### config.mk
export PLATFORM = sky130hd
export DESIGN_NAME = scc_clock_ctrl
export DESIGN_NICKNAME = d
export VERILOG_FILES = /design/src/common/scc_pkg.sv /design/src/logic/scc_clock_ctrl.sv
export SDC_FILE = /design/constraint.sdc
export NUM_CORES = 1
export LEC_CHECK = 0
export BUFFER_PORTS_ARGS = -buffer_cell sky130_fd_sc_hd__clkbuf_2
export CAP_MARGIN = 5
export CORE_MARGIN = 2
export CORE_UTILIZATION = 40
export CTS_CLUSTER_SIZE = 40
export DETAILED_ROUTE_END_ITERATION = 16
export PLACE_DENSITY = 0.66
export SLEW_MARGIN = 20
export SYNTH_ARGS = -nofsm -noshare
export SYNTH_HDL_FRONTEND = slang
export SYNTH_SLANG_ARGS = --single-unit
### constraint.sdc
create_clock -name pclk -period 4 [get_ports pclk]
set_input_delay 0.4 -clock pclk [delete_from_list [all_inputs] [get_ports pclk]]
set_output_delay 0.4 -clock pclk [all_outputs]
set_load 0.1 [all_outputs]
### src/common/scc_pkg.sv
package scc_pkg;
  // Bus geometry
  localparam int APB_ADDR_W = 12;
  localparam int APB_DATA_W = 32;
  // Register byte addresses
  localparam logic [APB_ADDR_W-1:0] OSC_CTRL_ADDR = 12'h000;
  localparam logic [APB_ADDR_W-1:0] OSC_STAT_ADDR = 12'h004;
  localparam int OSC_CTRL_W = 8;
  localparam logic [OSC_CTRL_W-1:0] OSC_CTRL_RST = 8'h00;
  // Field positions
  localparam int CTRL_SEL_BIT = 0;
  localparam int STAT_SRC_SEC_BIT = 0;
  localparam int STAT_CORE_RUN_BIT = 1;
  localparam int STAT_PLL_BIT = 2;
  localparam int STAT_SLEEP_BIT = 3;
  localparam int STAT_MODE_LSB = 4;
  // Clock and times
  localparam int CLK_FREQ_KHZ = 20000;
  localparam int POWERUP_TIMER_TIME_MS = 72;
  localparam int PLL_LOCK_TIME_MS = 2;
  localparam int POWERUP_TIMER_CYC = POWERUP_TIMER_TIME_MS * CLK_FREQ_KHZ;
  localparam int PLL_LOCK_CYC = PLL_LOCK_TIME_MS * CLK_FREQ_KHZ;
  localparam int RESET_DELAY_CYC = 16;
  // Edge counts, PLL factor, phase and divider values
  localparam int OST_EDGES = 1024;
  localparam int SYNC_EDGES = 8;
  localparam int PLL_MULT = 4;
  localparam logic [1:0] PHASE_Q1 = 2'h0;
  localparam logic [1:0] PHASE_LAST = 2'h3;
  localparam logic [1:0] DIV_RST = 2'h0;

  typedef enum logic [2:0] {
    OSC_LOW_POWER_CRYSTAL,
    OSC_CRYSTAL,
    OSC_HIGH_SPEED,
    OSC_HIGH_SPEED_PLL,
    OSC_RES_CAP,
    OSC_RES_CAP_IO,
    OSC_EXT_CLOCK,
    OSC_EXT_CLOCK_IO
  } scc_osc_mode_t;

  typedef enum logic [3:0] {
    ST_RESET_DELAY,
    ST_POWERUP,
    ST_OSC_START,
    ST_PLL_LOCK,
    ST_RUN,
    ST_FREEZE_WAIT,
    ST_SYNC,
    ST_SLEEP
  } scc_state_t;
endpackage : scc_pkg

### src/logic/scc_clock_ctrl.sv
`timescale 1ns/1ps
// Function
// - Mode comes from three-bit fuse field
// - Eight oscillator modes decoded from fuses
// - RC mode drives input clock over four
// - External clock drives output over four
// - RC I/O mode hands pin to port
// - External I/O mode hands pin to port
// - External clock modes skip start-up delay
// - PLL multiplies crystal frequency by four
// - PLL only in high-speed PLL mode
// - Lock timer holds core until locked
// - Switching needs enable fuse programmed zero
// - Select bit zero main, one secondary
// - Every reset clears select bit
// - Secondary disabled forces select bit clear
// - Eight target rising edges before use
// - Freeze at Q1, resume after eight
// - Crystal return adds start-up time too
// - Sleep stops clocks, holds at Q1
// - Wake on reset, watchdog or interrupt
// - Power-up delay only after power/brown-out
// - Start-up timer holds until crystal stable
// - Reset, power-up, start-up, then PLL lock
// - Start-up timer counts 1024 input edges
// - Sleep kills feedback, drives RC/EC low
module scc_clock_ctrl #(
  parameter int POWERUP_TIMER_CYCLES = scc_pkg::POWERUP_TIMER_CYC,
  parameter int PLL_CYCLES = scc_pkg::PLL_LOCK_CYC
) (
  input wire logic pclk,
  input wire logic presetn,
  input wire logic psel,
  input wire logic penable,
  input wire logic pwrite,
  input wire logic [scc_pkg::APB_ADDR_W-1:0] paddr,
  input wire logic [scc_pkg::APB_DATA_W-1:0] pwdata,
  output logic pready,
  output logic [scc_pkg::APB_DATA_W-1:0] prdata,
  output logic pslverr,
  input wire logic [2:0] osc_mode_fuses,
  input wire logic switch_enable_fuse,
  input wire logic powerup_timer_disable_fuse,
  input wire logic secondary_osc_enable,
  input wire logic por_event,
  input wire logic brown_out_reset,
  input wire logic ext_reset,
  input wire logic wdt_reset,
  input wire logic sleep_req,
  input wire logic wake_irq,
  input wire logic osc_in_pin,
  input wire logic sec_osc_pin,
  input wire logic osc_out_pin_i,
  output logic osc_out_pin_o,
  output logic osc_out_pin_oe,
  input wire logic port_a_bit_six_out,
  input wire logic port_a_bit_six_oe,
  output logic port_a_bit_six_in,
  output logic feedback_enable,
  output logic pll_enable,
  output logic [2:0] pll_mult,
  output logic sys_clk_out,
  output logic core_run,
  output logic first_quarter_phase,
  output logic device_in_reset
);
  import scc_pkg::*;

  // One counter serves every timer, so it must cover the longest of them
  localparam int CNT_W = $clog2(((POWERUP_TIMER_CYCLES > OST_EDGES) ? POWERUP_TIMER_CYCLES : OST_EDGES) + PLL_CYCLES + 1);

  typedef struct packed {
    scc_state_t st;
    logic [1:0] in_s;
    logic [1:0] sec_s;
    logic in_d;
    logic sec_d;
    logic sel;
    logic src_sec;
    logic tgt_sec;
    logic sw_pend;
    logic sleep_pend;
    logic powerup_timer_pend;
    logic [1:0] phase;
    logic [1:0] div;
    logic [CNT_W-1:0] cnt;
    logic clk_out;
    logic pin_o;
    logic pin_oe;
    logic [APB_DATA_W-1:0] rdata;
    logic slverr;
  } scc_regs_t;

  scc_regs_t cur_ff;
  scc_regs_t nxt_ff;

  scc_osc_mode_t mode;
  logic is_xtal;
  logic is_pll;
  logic is_io;
  logic in_rise;
  logic sec_rise;
  logic src_rise;
  logic tgt_rise;
  logic sw_allowed;
  logic setup;
  logic access;
  logic hit_ctrl;
  logic hit_stat;
  logic [APB_DATA_W-1:0] stat_word;

  assign mode = scc_osc_mode_t'(osc_mode_fuses);
  assign is_xtal = (mode == OSC_LOW_POWER_CRYSTAL) || (mode == OSC_CRYSTAL) ||
                   (mode == OSC_HIGH_SPEED) || (mode == OSC_HIGH_SPEED_PLL);
  assign is_pll = (mode == OSC_HIGH_SPEED_PLL);
  assign is_io = (mode == OSC_RES_CAP_IO) || (mode == OSC_EXT_CLOCK_IO);

  // Edges seen only after two synchroniser stages
  assign in_rise = cur_ff.in_s[1] & ~cur_ff.in_d;
  assign sec_rise = cur_ff.sec_s[1] & ~cur_ff.sec_d;
  assign src_rise = cur_ff.src_sec ? sec_rise : in_rise;
  assign tgt_rise = cur_ff.tgt_sec ? sec_rise : in_rise;
  assign sw_allowed = ~switch_enable_fuse & secondary_osc_enable;

  assign setup = psel & ~penable;
  assign access = psel & penable;
  assign hit_ctrl = (paddr == OSC_CTRL_ADDR);
  assign hit_stat = (paddr == OSC_STAT_ADDR);

  always_comb begin
    stat_word = '0;
    stat_word[STAT_SRC_SEC_BIT] = cur_ff.src_sec;
    stat_word[STAT_CORE_RUN_BIT] = (cur_ff.st == ST_RUN);
    stat_word[STAT_PLL_BIT] = is_pll;
    stat_word[STAT_SLEEP_BIT] = (cur_ff.st == ST_SLEEP);
    stat_word[STAT_MODE_LSB +: 3] = osc_mode_fuses;
  end

  always_comb begin
    nxt_ff = cur_ff;
    nxt_ff.in_s = {cur_ff.in_s[0], osc_in_pin};
    nxt_ff.sec_s = {cur_ff.sec_s[0], sec_osc_pin};
    nxt_ff.in_d = cur_ff.in_s[1];
    nxt_ff.sec_d = cur_ff.sec_s[1];

    // Divider runs off synchronised main input edges, independent of the selected source
    if (in_rise) begin
      nxt_ff.div = cur_ff.div + 2'h1;
    end

    // Quarter phase advances only while the core clock runs
    if ((cur_ff.st == ST_RUN || cur_ff.st == ST_FREEZE_WAIT) && src_rise) begin
      nxt_ff.phase = cur_ff.phase + 2'h1;
    end

    // Register access; read data captured in setup so it stands in access
    if (setup) begin
      nxt_ff.slverr = ~(hit_ctrl | hit_stat);
      nxt_ff.rdata = '0;
      if (hit_ctrl) begin
        nxt_ff.rdata[CTRL_SEL_BIT] = cur_ff.sel;
      end else if (hit_stat) begin
        nxt_ff.rdata = stat_word;
      end
    end
    if (access && pwrite && hit_ctrl) begin
      nxt_ff.sel = pwdata[CTRL_SEL_BIT] & sw_allowed;
    end
    if (!sw_allowed) begin
      nxt_ff.sel = 1'b0;
    end

    if (sleep_req && cur_ff.st == ST_RUN) begin
      nxt_ff.sleep_pend = 1'b1;
    end

    case (cur_ff.st)
      ST_RESET_DELAY: begin
        nxt_ff.cnt = cur_ff.cnt + 1'b1;
        if (cur_ff.cnt == CNT_W'(RESET_DELAY_CYC - 1)) begin
          nxt_ff.cnt = '0;
          if (cur_ff.powerup_timer_pend) begin
            nxt_ff.st = ST_POWERUP;
          end else if (is_xtal) begin
            nxt_ff.st = ST_OSC_START;
          end else begin
            nxt_ff.st = ST_RUN;
          end
        end
      end
      ST_POWERUP: begin
        nxt_ff.cnt = cur_ff.cnt + 1'b1;
        if (cur_ff.cnt == CNT_W'(POWERUP_TIMER_CYCLES - 1)) begin
          nxt_ff.cnt = '0;
          nxt_ff.powerup_timer_pend = 1'b0;
          nxt_ff.st = is_xtal ? ST_OSC_START : ST_RUN;
        end
      end
      ST_OSC_START: begin
        // Edges of the input pin prove the crystal is swinging
        if (in_rise) begin
          nxt_ff.cnt = cur_ff.cnt + 1'b1;
          if (cur_ff.cnt == CNT_W'(OST_EDGES - 1)) begin
            nxt_ff.cnt = '0;
            if (is_pll) begin
              nxt_ff.st = ST_PLL_LOCK;
            end else begin
              nxt_ff.st = cur_ff.sw_pend ? ST_SYNC : ST_RUN;
            end
          end
        end
      end
      ST_PLL_LOCK: begin
        nxt_ff.cnt = cur_ff.cnt + 1'b1;
        if (cur_ff.cnt == CNT_W'(PLL_CYCLES - 1)) begin
          nxt_ff.cnt = '0;
          nxt_ff.st = cur_ff.sw_pend ? ST_SYNC : ST_RUN;
        end
      end
      ST_RUN: begin
        if (cur_ff.sleep_pend && cur_ff.phase == PHASE_Q1) begin
          nxt_ff.sleep_pend = 1'b0;
          nxt_ff.st = ST_SLEEP;
        end else if ((cur_ff.sel & sw_allowed) != cur_ff.src_sec) begin
          nxt_ff.tgt_sec = cur_ff.sel & sw_allowed;
          nxt_ff.st = ST_FREEZE_WAIT;
        end
      end
      ST_FREEZE_WAIT: begin
        // Freeze only on the last quarter edge, so the core stops at Q1
        if (src_rise && cur_ff.phase == PHASE_LAST) begin
          nxt_ff.cnt = '0;
          if (!cur_ff.tgt_sec && is_xtal) begin
            nxt_ff.sw_pend = 1'b1;
            nxt_ff.st = ST_OSC_START;
          end else begin
            nxt_ff.st = ST_SYNC;
          end
        end
      end
      ST_SYNC: begin
        if (tgt_rise) begin
          nxt_ff.cnt = cur_ff.cnt + 1'b1;
          if (cur_ff.cnt == CNT_W'(SYNC_EDGES - 1)) begin
            nxt_ff.cnt = '0;
            nxt_ff.src_sec = cur_ff.tgt_sec;
            nxt_ff.sw_pend = 1'b0;
            nxt_ff.phase = PHASE_Q1;
            nxt_ff.st = ST_RUN;
          end
        end
      end
      ST_SLEEP: begin
        if (wake_irq) begin
          nxt_ff.cnt = '0;
          nxt_ff.st = is_xtal ? ST_OSC_START : ST_RUN;
        end
      end
      default: begin
        nxt_ff.st = ST_RESET_DELAY;
        nxt_ff.cnt = '0;
      end
    endcase

    // Warm resets restart on the main source without the power-up delay
    if (ext_reset || wdt_reset) begin
      nxt_ff.sel = 1'b0;
      nxt_ff.src_sec = 1'b0;
      nxt_ff.tgt_sec = 1'b0;
      nxt_ff.sw_pend = 1'b0;
      nxt_ff.sleep_pend = 1'b0;
      nxt_ff.phase = PHASE_Q1;
      nxt_ff.cnt = '0;
      if (cur_ff.st == ST_SLEEP && is_xtal) begin
        nxt_ff.st = ST_OSC_START;
      end else if (cur_ff.st == ST_SLEEP || cur_ff.st == ST_RUN ||
                   cur_ff.st == ST_FREEZE_WAIT || cur_ff.st == ST_SYNC) begin
        nxt_ff.st = ST_RUN;
      end else begin
        nxt_ff.st = cur_ff.st;
      end
    end

    // Power-on and brown-out rerun the whole sequence
    if (por_event || brown_out_reset) begin
      nxt_ff.sel = 1'b0;
      nxt_ff.src_sec = 1'b0;
      nxt_ff.tgt_sec = 1'b0;
      nxt_ff.sw_pend = 1'b0;
      nxt_ff.sleep_pend = 1'b0;
      nxt_ff.phase = PHASE_Q1;
      nxt_ff.cnt = '0;
      nxt_ff.powerup_timer_pend = ~powerup_timer_disable_fuse;
      nxt_ff.st = ST_RESET_DELAY;
    end

    // Clock held low outside run and freeze wait, so no partial pulse leaks out
    // Follows the next state, so the clock drops on the same edge as the run state
    if (nxt_ff.st == ST_RUN || nxt_ff.st == ST_FREEZE_WAIT) begin
      nxt_ff.clk_out = cur_ff.src_sec ? cur_ff.sec_s[1] : cur_ff.in_s[1];
    end else begin
      nxt_ff.clk_out = 1'b0;
    end

    // Oscillator output pin role
    if (is_xtal) begin
      nxt_ff.pin_oe = 1'b0;
      nxt_ff.pin_o = 1'b0;
    end else if (is_io) begin
      nxt_ff.pin_oe = port_a_bit_six_oe;
      nxt_ff.pin_o = port_a_bit_six_out;
    end else if (cur_ff.st == ST_SLEEP) begin
      nxt_ff.pin_oe = 1'b1;
      nxt_ff.pin_o = 1'b0;
    end else begin
      nxt_ff.pin_oe = 1'b1;
      nxt_ff.pin_o = cur_ff.div[1];
    end
  end

  always_ff @(posedge pclk or negedge presetn) begin
    if (!presetn) begin
      cur_ff.st <= ST_RESET_DELAY;
      cur_ff.in_s <= 2'h0;
      cur_ff.sec_s <= 2'h0;
      cur_ff.in_d <= 1'b0;
      cur_ff.sec_d <= 1'b0;
      cur_ff.sel <= OSC_CTRL_RST[CTRL_SEL_BIT];
      cur_ff.src_sec <= 1'b0;
      cur_ff.tgt_sec <= 1'b0;
      cur_ff.sw_pend <= 1'b0;
      cur_ff.sleep_pend <= 1'b0;
      // Hardware reset counts as power-on; the fuse is applied once out of reset
      cur_ff.powerup_timer_pend <= 1'b1;
      cur_ff.phase <= PHASE_Q1;
      cur_ff.div <= DIV_RST;
      cur_ff.cnt <= '0;
      cur_ff.clk_out <= 1'b0;
      cur_ff.pin_o <= 1'b0;
      cur_ff.pin_oe <= 1'b0;
      cur_ff.rdata <= '0;
      cur_ff.slverr <= 1'b0;
    end else begin
      cur_ff <= nxt_ff;
      if (cur_ff.st == ST_RESET_DELAY && cur_ff.cnt == '0 && !por_event && !brown_out_reset) begin
        cur_ff.powerup_timer_pend <= nxt_ff.powerup_timer_pend & ~powerup_timer_disable_fuse;
      end
    end
  end

  assign pready = 1'b1;
  assign prdata = cur_ff.rdata;
  assign pslverr = cur_ff.slverr & access;

  assign osc_out_pin_o = cur_ff.pin_o;
  assign osc_out_pin_oe = cur_ff.pin_oe;
  assign port_a_bit_six_in = osc_out_pin_i;
  // Feedback inverter only for crystals, and off in sleep
  assign feedback_enable = is_xtal && cur_ff.st != ST_SLEEP;
  assign pll_enable = is_pll && cur_ff.st != ST_SLEEP;
  assign pll_mult = is_pll ? 3'(PLL_MULT) : 3'h1;
  assign sys_clk_out = cur_ff.clk_out;
  assign core_run = (cur_ff.st == ST_RUN);
  assign first_quarter_phase = (cur_ff.phase == PHASE_Q1);
  assign device_in_reset = (cur_ff.st == ST_RESET_DELAY) || (cur_ff.st == ST_POWERUP) ||
                           ((cur_ff.st == ST_OSC_START || cur_ff.st == ST_PLL_LOCK) && !cur_ff.sw_pend);
endmodule : scc_clock_ctrl

==> results of run 1 <==
-- power breakdown --
| group | internal, mW | total, mW | switching [mW] | leakage [nW] |
|---|---|---|---|---|
| logic | 0.0398 | 0.238 | 0.198 | 0.945 |
| registers | 0.545 | 0.559 | 0.0142 | 0.699 |
| clock network | 0.139 | 0.313 | 0.175 | 0.0510 |
-- path summary, 6_finish.rpt --
kind / to / slack, ns / depth (start not counted)
setup / recovery: cur_ff[53] / 1.21 / 7
hold / removal: cur_ff[71] / 0.18 / 2
setup reg to reg: cur_ff[53] / 1.21 / 7
hold reg to reg: cur_ff[72] / 0.35 / 0
max in group asynchronous: osc_out_pin_o / 3.34 / 2
min in group pclk: cur_ff[71] / 0.19 / 1
-- stage by stage --
step | hold slack, ns | area, sq um | power, mW | util | setup slack, ns
global placement | 0.331 | 3510 | 0.806 | 0.430 | 1.26
global route | 0.176 | 3610 | 1.16 | 0.441 | 0.892
finish | 0.180 | 3610 | 1.11 | 0.441 | 1.21
detailed placement | 0.337 | 3510 | 0.807 | 0.430 | 1.17
CTS | 0.187 | 3610 | 1.12 | 0.441 | 1.19
floorplan | 0.104 | 3450 | 0.787 | - | 0.265
-- placed cells by master, fill, tap and decap left out, types with 4 or more instances in the layout --
master | netlist | routed
dfrtp_1 | 51 | 51
clkbuf_2 | 1 | 51
nand2_1 | 38 | 38
conb_1 | 2 | 27
nor2_1 | 26 | 26
nand3_1 | 20 | 20
inv_1 | 19 | 19
o21ai_0 | 14 | 14
a21oi_1 | 12 | 12
and3_1 | 12 | 12
a22o_1 | 12 | 12
nand4_1 | 10 | 10
and2_1 | 9 | 9
o31ai_1 | 9 | 9
nor3_1 | 8 | 8
a31oi_1 | 8 | 8
nor4_1 | 8 | 8
nor2b_1 | 8 | 8
or2_2 | 6 | 6
clkbuf_8 | 0 | 6
a21o_1 | 5 | 5
o22ai_1 | 5 | 5
nand2b_1 | 4 | 4
xnor2_1 | 4 | 4
and4_1 | 4 | 4
mux2i_1 | 4 | 4
ha_1 | 4 | 4
-- critical path, delay by kind of cell, from the launching register on --
family,cells,cell delay (ns)
AO/OA/AOI/OAI,2,0.30
flip-flops,1,0.46
AND/OR/NAND/NOR,5,1.89
-- cell families (layout without fill, tap and decap cells) --
group	after synthesis	in the layout	share of synthesized area
xor gates and xnor gates	4	4	0.0104
AOI/OAI and AO/OA	85	85	0.178
other	2	27	0.00223
muxes	4	4	0.0119
adders and majority gates	4	4	0.0149
buffers and inverters	72	81	0.125
and+or+nand+nor	169	169	0.270
DFF	52	52	0.388
-- synthesized netlist by cell type (2+ instances only) --
library cell and instances:
ha_1 4, nand4_1 10, dfrtp_1 51, a31oi_1 8
nor2_1 26, o22ai_1 5, nor3_1 8, and4_1 4
xnor2_1 4, a22o_1 12, o311ai_0 2, nor3b_1 2
and2_1 9, o21a_1 2, a21boi_0 2, mux2i_1 4
clkbuf_1 11, or2_2 6, nor2b_1 8, nand3_1 20
buf_2 3, or4_1 2, and3_1 12, or3_1 3
a21o_1 5, inv_1 19, nand2b_1 4, o211ai_1 3
conb_1 2, o31ai_1 9, buf_4 37, nor4_1 8
o21ai_0 14, a21oi_1 12, nand2_1 38
-- per-layer routing --
layer	vias up	part of all wire
li1	1405	-
met1	1381	0.48
met2	93	0.45
met3	10	0.048
met4	0	0.016
met5	-	0
-- layout make-up --
class                   count  area, sq um
inverters                  19         71.3
multi-input cells         293         1730
repair buffers             54          278
well taps                 105          131
fillers                   841         4570
flip-flops and latches     52         1300
clock buffers               6         82.6
clock inverters             2         10.0
-- registers in the layout, summed over array words and instances (netlist names) --
register and flops:
cur_ff 42, osc_out_pin_o 1, osc_out_pin_oe 1, prdata 7, sys_clk_out 1
==> summary.md, run 1 <==
| Metric | Value |
|---|---|
| Crit end category | `flip-flop` |
| Post-synth top flop | `dfrtp_1` |
| Crit path launch type | `flip-flop` |
| Yosys warns | `0` |
| Post-synth EDFFs | `0` |
| Fmax | `358 MHz` |
| Clk_lat worst skew | `0.31 ns` |
| Diode count | `0` |
| Syn-to-layout area delta | `7.30%` |
| Worst Max-Slew Pin Slew | `0.672 ns` |
| Total clock buffers created by CTS | `5` |
| Worst vdd ir | `0.126 mV` |
| Initial antenna violation count | `0` |
| Vias/cell | `5.44` |
| HP Class | `in -> async` |
| Critical-path top delay cell | `or4_4` |
| Setup violators final | `0` |
| Avg Synthesized Cell Area | `8.57 sq um` |
| Status | `completed` |
| Hold buffers post-CTS | `0` |
| Placed Cells | `523` |
| FP Rows | `33` |
| DR vias | `2889` |
| RSZ-0062 raised after global routing | `false` |
| Routed Antenna Nets | `0` |
| Initial Utilization | `0.411` |
| Crit Path Class | `reg -> reg` |
| Met1 Use GR | `0.247` |
| Sequential fraction of the synthesis area | `0.388` |
| CTS tree | `done` |
| Met3 Use GR | `0.0261` |
| Layer with the highest usage | `met2` |
| R2r startpoint | `cur_ff[45]` |
| Gr ovfl total | `0` |
| Worst Path Required | `4.16 ns` |
| CTS max path bufs | `2` |
| Clk root buf | `clkbuf_8` |
| GR Util met2 | `0.280` |
| Post-layout nets | `495` |
| Unique cell type count in the Yosys netlist | `58` |
| Die width | `95.7 um` |
| GP Congestion | `0.947` |
| Crit share post-route | `0.698` |
| CP cell instances | `nor4_1 > nand3_1 > or4_4 > nand3_2 > a31oi_4 > nand2b_1 > o311ai_0` |
| WP data arrival | `2.95 ns` |
| Yosys reg bits | `52` |
| DR pass1 iterations | `5` |
| Number of DRC markers after the initial detailed-route iteration | `227` |
| Share of cells above drive strength 1 | `0.176` |
| Port bufs | `51` |
| Yosys top cell by area | `dfrtp_1` |
| Vias in the first global route | `2754` |
| Total negative slack | `0 ns` |
| Gr usage total | `0.176` |
| Clk slew on worst S/H paths | `0.09 ns` |
| H-tree Lvls | `2` |
| Syn Inst Count | `392` |
| Area of the die | `9150 sq um` |
| Routed wire length | `7530 um` |
| Post-CTS Setup Inserts | `0` |
| Mapped cell area | `3360 sq um` |
| CORE AREA | `8180 sq um` |
| Relative slew margins | `0.552` |
| Fin crit period | `2.79 ns` |
| Power density over cell area | `308 nW/um^2` |
| Lkg Pwr | `1.70 nW` |
| Setup crit start | `cur_ff[45]` |
| TritonCTS Sinks | `52` |
| HPWL after DPL | `5490 um` |
| Critical Path Max Stage Delay | `0.58 ns` |
| # IOs | `112` |
| Largest net degree at the start of global routing | `53` |
| Worst Skew | `0.00931 ns` |
| WL per Instance | `14.2 um` |
| Ys async rst share | `1.00` |
| Non-Filler Instances | `531` |
| Final slew viol count | `0` |
| Number of gates resized after cts | `0` |
| Die H | `95.7 um` |
| DR DRC count | `0` |
| Main area contributors after synthesis | `dfrtp_1, buf_4, nand2_1` |
| Worst-path maximum fanout | `14` |
| Final Hold Fails | `0` |
| First-pass GRT wire length | `12900 um` |
| Yosys top cell area share | `0.380` |
| MaxCap Viol Count | `0` |
Power figures use the tool's default switching activity.
==> inputs of run 2 (changes only) <==
==> constraint.sdc (replaced) <==
create_clock -name pclk -period 2.8 [get_ports pclk]
set_input_delay 0.28 -clock pclk [delete_from_list [all_inputs] [get_ports pclk]]
set_output_delay 0.28 -clock pclk [all_outputs]
set_load 0.1 [all_outputs]
==> run 2 against run 1 <==
  * Clock-buffer cell count is 2 higher
  * Combinational power rose by 47%
  * Clock skew increased by 0.0018 ns
  * Setup slack worse by 1.0 ns
  * Sequential power increased by 42%
  * Global-route usage rose by 0.79 points
  * Via count increased by 2.6%
  * Register-to-register slack worse by 1.0 ns
  * Worst hold slack got worse by 0.096 ns
  * First-iteration DRC count shrank 37%
  * Wire length rose by 4.2%
  * Cell area is 3.2% higher
  * Critical path type unchanged
  * Largest cell class unchanged
  * Highest routed layer unchanged
==> summary.md, run 2 (synthesis results as in run 1) <==
| Metric | Value |
|---|---|
| Initial antenna violation count | `0 (unchanged)` |
| Largest net degree at the start of global routing | `36 (-32%)` |
| DR pass1 iterations | `5 (unchanged)` |
| Crit path launch type | `flip-flop` |
| Setup violators final | `0 (unchanged)` |
| Total negative slack | `0 ns (unchanged)` |
| First-pass GRT wire length | `13400 um (+4.1%)` |
| Worst Skew | `0.0111 ns (+0.00178 ns)` |
| Top reg by flops | `cur_ff` |
| Status | `completed` |
| TritonCTS Sinks | `52 (unchanged)` |
| H-tree Lvls | `2 (unchanged)` |
| Largest delay contributor family on the critical path | `compound AO/OA/AOI/OAI gates` |
| Diode count | `0 (unchanged)` |
| Worst Path Required | `3.00 ns (-1.16 ns)` |
| HP Class | `in -> reg` |
| Placed Cells | `535 (+2.3%)` |
| RSZ-0062 raised after global routing | `false` |
| Setup slack after layout | `0.178 ns (-1.03 ns)` |
| Share of cells above drive strength 1 | `0.201 (+0.0249)` |
| FILL cells | `801 (-4.8%)` |
| WP data arrival | `2.82 ns (-0.13 ns)` |
| Final Hold Fails | `0 (unchanged)` |
| Die H | `95.7 um (unchanged)` |
| Non-Filler Instances | `543 (+2.3%)` |
| Routed Antenna Nets | `0 (unchanged)` |
| Most frequent cells in the layout | `dfrtp_1, clkbuf_2, nand2_1, conb_1, nor2_1` |
| Relative slew margins | `0.402 (-0.150)` |
| Critical-path top delay cell | `nor3b_1` |
| CP bufs+invs | `1 (+1)` |
| Post-layout nets | `507 (+2.4%)` |
| DR vias | `2964 (+2.6%)` |
| Crit end category | `flip-flop` |
| Vias in the first global route | `2845 (+3.3%)` |
| Crit share post-route | `0.936 (+0.238)` |
| Clk slew on worst S/H paths | `0.09 ns (about the same)` |
| Vias/cell | `5.46 (+0.33%)` |
| Routed wire length | `7850 um (+4.2%)` |
| HPWL after DPL | `5910 um (+7.8%)` |
| Syn-to-layout area delta | `10.7%` |
| CTS max path bufs | `2 (unchanged)` |
| Gr usage total | `0.184 (+0.00787)` |
| Fin crit period | `2.62 ns (-0.172 ns)` |
| Max reg flops | `42 (unchanged)` |
| GP Congestion | `0.928 (-2.1%)` |
| Clk root buf | `clkbuf_8` |
| # IOs | `112 (unchanged)` |
| Fmax | `381 MHz (+6.6%)` |
| Worst Max-Slew Pin Slew | `0.898 ns (+0.225 ns)` |
| Number of DRC markers after the initial detailed-route iteration | `142 (-37%)` |
| Worst-path maximum fanout | `9 (-5)` |
| Crit Path Class | `reg -> reg` |
| CP cell instances | `nand2b_1 > nor3b_1 > o21ai_0 > a31oi_4 > nand2b_1 > buf_4 > o311ai_0` |
| MaxCap Viol Count | `0 (unchanged)` |
| Port bufs | `51 (unchanged)` |
| Lkg Pwr | `1.76 nW (+3.7%)` |
| WL per Instance | `14.5 um (+1.9%)` |
| CTS tree | `done` |
| Initial Utilization | `0.411 (unchanged)` |
| Total clock buffers created by CTS | `5 (unchanged)` |
| CORE AREA | `8180 sq um (unchanged)` |
| Critical Path Max Stage Delay | `0.57 ns (about the same)` |
| Power density over cell area | `427 nW/um^2 (+39%)` |
| DR DRC count | `0 (unchanged)` |
| Post-CTS Setup Inserts | `0 (unchanged)` |
| Gr ovfl total | `0 (unchanged)` |
| Worst vdd ir | `0.171 mV (+36%)` |
| FP Rows | `33 (unchanged)` |
| Final slew viol count | `0 (unchanged)` |
| Hold buffers post-CTS | `0 (unchanged)` |
| Worst slack, placed | `0.206 ns (-0.967 ns)` |
| Clk_lat worst skew | `0.30 ns (about the same)` |
| Area of the die | `9150 sq um (unchanged)` |
| Number of gates resized after cts | `0 (unchanged)` |
| Die width | `95.7 um (unchanged)` |
| CP dominant cell by count | `nand2b_1` |
-- run 2: worst reg2reg max path, cell delays in order, from the launching register on --
cell and delay, ns:
dfrtp_1 0.52, nand2b_1 0.12, nor3b_1 0.57, o21ai_0 0.36, a31oi_4 0.35, nand2b_1 0.11, buf_4 0.18, o311ai_0 0.29
-- run 2: final cells by class --
cell class                 instances  area, sq um  area share
timing repair buffer              66          380       0.102
multi-input combinational        293         1750       0.469
sequential                        52         1300       0.350
clock buffer                       8         90.1      0.0242
inverter                          19         71.3      0.0192
tap                              105          131      0.0353
-- run 2: stage by stage --
step | total power, mW | area [sq um] | hold WS [ns] | utilization
after floorplan | 1.12 | 3470 | -0.0156 | -
after global placement | 1.16 | 3630 | 0.334 | 0.444
after detailed placement | 1.16 | 3630 | 0.335 | 0.444
after CTS | 1.60 | 3720 | 0.0764 | 0.455
after global routing | 1.66 | 3720 | 0.0774 | 0.455
final | 1.59 | 3720 | 0.0838 | 0.455
-- run 2: worst paths after layout --
path / from / to / slack, ns / cells after the start
worst max-delay path: cur_ff[75] / cur_ff[53] / 0.18 / 7
worst min-delay path: osc_in_pin / cur_ff[71] / 0.08 / 1
worst max register to register: cur_ff[75] / cur_ff[53] / 0.18 / 7
worst min register to register: cur_ff[69] / cur_ff[70] / 0.35 / 0
max in group asynchronous: presetn / osc_out_pin_oe / 2.02 / 2
min in group asynchronous: presetn / cur_ff[64] / 0.09 / 1
-- run 2: metal layers --
metal  vias up  global-route usage  wire, um
met2        91               0.290      3420
met1      1428               0.260      3930
met4         0              0.0512        82
met3        11              0.0300       416
met5         -                   0         0
li1       1434                   -         -
-- run 2: report_power, final --
| part | switching (mW) | total (mW) | internal [mW] | leakage, nW |
|---|---|---|---|---|
| registers | 0.0179 | 0.796 | 0.778 | 0.699 |
| logic | 0.288 | 0.349 | 0.0614 | 1.01 |
| clock network | 0.240 | 0.442 | 0.202 | 0.0455 |
==> inputs of run 3 (changes only) <==
--- a/config.mk
+++ b/config.mk
@@ -7,8 +7,8 @@
 export LEC_CHECK = 0
 export BUFFER_PORTS_ARGS = -buffer_cell sky130_fd_sc_hd__clkbuf_2
 export CAP_MARGIN = 5
-export CORE_MARGIN = 2
 export CORE_UTILIZATION = 40
+export CTS_BUF_LIST = sky130_fd_sc_hd__clkbuf_4
 export CTS_CLUSTER_SIZE = 40
 export DETAILED_ROUTE_END_ITERATION = 16
 export PLACE_DENSITY = 0.66
==> run 3 against run 2 <==
  * Clock-buffer cell count shrank 2
  * Critical path depth increased by 2
  * Wire length is 1.3% lower
  * Cell count grew 1.5%
  * Via count shrank 0.81%
  * Sequential power about the same
  * First-iteration DRC count increased by 49%
  * Die area is 4.1% lower
  * Core utilization grew 0.70 points
  * Sequential share of layout area shrank 0.53 points
  * Clock power down 0.9%
==> summary.md, run 3 (synthesis results as in run 1) <==
| Metric | Value |
|---|---|
| Status | `completed` |
| Worst Max-Slew Pin Slew | `0.789 ns (-0.108 ns)` |
| Fin crit period | `2.60 ns (-0.0232 ns)` |
| Number of gates resized after cts | `0 (unchanged)` |
| Worst slack, placed | `0.213 ns (+0.00646 ns)` |
| CP dominant cell by count | `buf_4` |
| HP Class | `in -> reg` |
| Final slew viol count | `0 (unchanged)` |
| First-pass GRT wire length | `13000 um (-3.1%)` |
| CTS max path bufs | `2 (unchanged)` |
| Register area | `1300 sq um (unchanged)` |
| Clk_lat worst skew | `0.38 ns (+0.08 ns)` |
| Routed wire length | `7750 um (-1.3%)` |
| Share of cells above drive strength 1 | `0.213 (+0.0121)` |
| Power density over cell area | `420 nW/um^2 (-1.6%)` |
| WL per Instance | `14.1 um (-2.7%)` |
| Largest delay contributor family on the critical path | `simple AND/OR/NAND/NOR gates` |
| DR pass1 iterations | `4 (-1)` |
| DR vias | `2940 (-0.81%)` |
| GP Congestion | `0.913 (-1.6%)` |
| Crit end category | `flip-flop` |
| Gr ovfl total | `0 (unchanged)` |
| Vias in the first global route | `2763 (-2.9%)` |
| Total clock buffers created by CTS | `5 (unchanged)` |
| WHS | `0.0484 ns (-0.0353 ns)` |
| Die H | `93.7 um (-2.1%)` |
| Initial Utilization | `0.411 (unchanged)` |
| Crit share post-route | `0.928 (-0.00829)` |
| CP bufs+invs | `2 (+1)` |
| DR DRC count | `0 (unchanged)` |
| Placed Cells | `538 (+0.56%)` |
| Port bufs | `51 (unchanged)` |
| CTS tree | `done` |
| Worst vdd ir | `0.160 mV (-6.4%)` |
| Largest net degree at the start of global routing | `33 (-8.3%)` |
| Crit path launch type | `flip-flop` |
| Worst Path Required | `3.09 ns (+0.09 ns)` |
| HPWL after DPL | `5760 um (-2.5%)` |
| Critical Path Max Stage Delay | `0.55 ns (-0.02 ns)` |
| WP data arrival | `2.89 ns (+0.07 ns)` |
| Fmax | `385 MHz (+0.89%)` |
| FP Rows | `33 (unchanged)` |
| Int Pwr | `1.04 mW (-0.12%)` |
| Max reg flops | `42 (unchanged)` |
| TritonCTS Sinks | `52 (unchanged)` |
| Vias/cell | `5.34 (-2.2%)` |
| Total power | `1.59 mW (about the same)` |
| CP cell instances | `nor4_1 > nand3_1 > or4_4 > nand3_2 > a31oi_4 > buf_4 > buf_4 > a21o_1 > a22o_1` |
| MaxCap Viol Count | `0 (unchanged)` |
| Die width | `93.7 um (-2.1%)` |
| Non-Filler Instances | `551 (+1.5%)` |
| FILL cells | `807 (+0.75%)` |
| Clock power share | `0.276 (-0.003)` |
| Clk slew on worst S/H paths | `0.16 ns (+0.07 ns)` |
| Syn-to-layout area delta | `12.4%` |
| Gr usage total | `0.188 (+0.00412)` |
| H-tree Lvls | `2 (unchanged)` |
| Post-layout nets | `515 (+1.6%)` |
| Sequential power share | `0.502 (about the same)` |
| # IOs | `112 (unchanged)` |
| Final Hold Fails | `0 (unchanged)` |
| Area of the multi-input gates | `1750 sq um (unchanged)` |
| Critical-path top delay cell | `or4_4` |
| Area of the die | `8770 sq um (-4.1%)` |
| Worst-path maximum fanout | `8 (-1)` |
| Switching Share | `0.344 (+0.000627)` |
| Diode count | `0 (unchanged)` |
| Initial antenna violation count | `0 (unchanged)` |
| Crit Path Class | `reg -> reg` |
| Combinational fraction of design power | `0.222 (+0.002)` |
| Top reg by flops | `cur_ff` |
| Clk root buf | `clkbuf_4` |
| Relative slew margins | `0.474 (+0.0722)` |
| CORE AREA | `8180 sq um (unchanged)` |
| Total negative slack | `0 ns (unchanged)` |
| Worst Skew | `0.0181 ns (+0.00704 ns)` |
| NetSw | `0.547 mW (+0.15%)` |
| Most frequent cells in the layout | `dfrtp_1, clkbuf_2, nand2_1, conb_1, nor2_1` |
| Lkg Pwr | `1.80 nW (+2.4%)` |
| Setup violators final | `0 (unchanged)` |
| RSZ-0062 raised after global routing | `false` |
| Number of DRC markers after the initial detailed-route iteration | `211 (+49%)` |
| Routed Antenna Nets | `0 (unchanged)` |
| Setup slack after layout | `0.202 ns (+0.0232 ns)` |
## run 3: layout make-up
cell class,instances,share of cell area
flip-flops and latches,52,0.345
well taps,105,0.0348
multi-input cells,293,0.462
clock buffers,6,0.0119
repair buffers,74,0.119
inverters,19,0.0189
clock inverters,2,0.00927
## run 3: routing by layer
layer	track usage	wire, um	vias up
met3	0.0243	389	8
met5	0	0	-
met4	0.0615	106	0
li1	-	-	1446
met2	0.302	3510	88
met1	0.261	3740	1398
## run 3: final timing paths
check                           slack, ns                from        endpoint  depth (start not counted)
worst max-delay path                 0.20          cur_ff[43]      cur_ff[44]                          9
worst min-delay path                 0.05  switch_enable_fuse      cur_ff[66]                          2
worst max register to register       0.20          cur_ff[43]      cur_ff[44]                          9
worst min register to register       0.37          cur_ff[71]      cur_ff[72]                          0
max in group asynchronous            1.47             presetn      cur_ff[52]                          3
min in group asynchronous            0.51             presetn  osc_out_pin_oe                          2
## run 3: stage by stage
stage               instance area (sq um)   util
floorplan                            3470      -
global placement                     3650  0.447
detailed placement                   3650  0.447
CTS                                  3760  0.460
global route                         3780  0.462
finish                               3780  0.462
## run 3: what timing repair did
action,CTS,global route
endpoints found under the hold margin,32,0
setup endpoints to repair,0,1
hold buffers,3,0
buffers inserted,0,2
## run 3: power groups by stage
| stage | Clock, mW | Sequential [mW] | Combinational (mW) |
|---|---|---|---|
| 2_1_floorplan | 0 | 0.831 | 0.294 |
| 3_3_place_gp | 0 | 0.811 | 0.347 |
| 3_5_place_dp | 0 | 0.812 | 0.349 |
| 4_1_cts | 0.455 | 0.797 | 0.353 |
| 5_1_grt | 0.483 | 0.801 | 0.374 |
| 6_report | 0.438 | 0.796 | 0.353 |
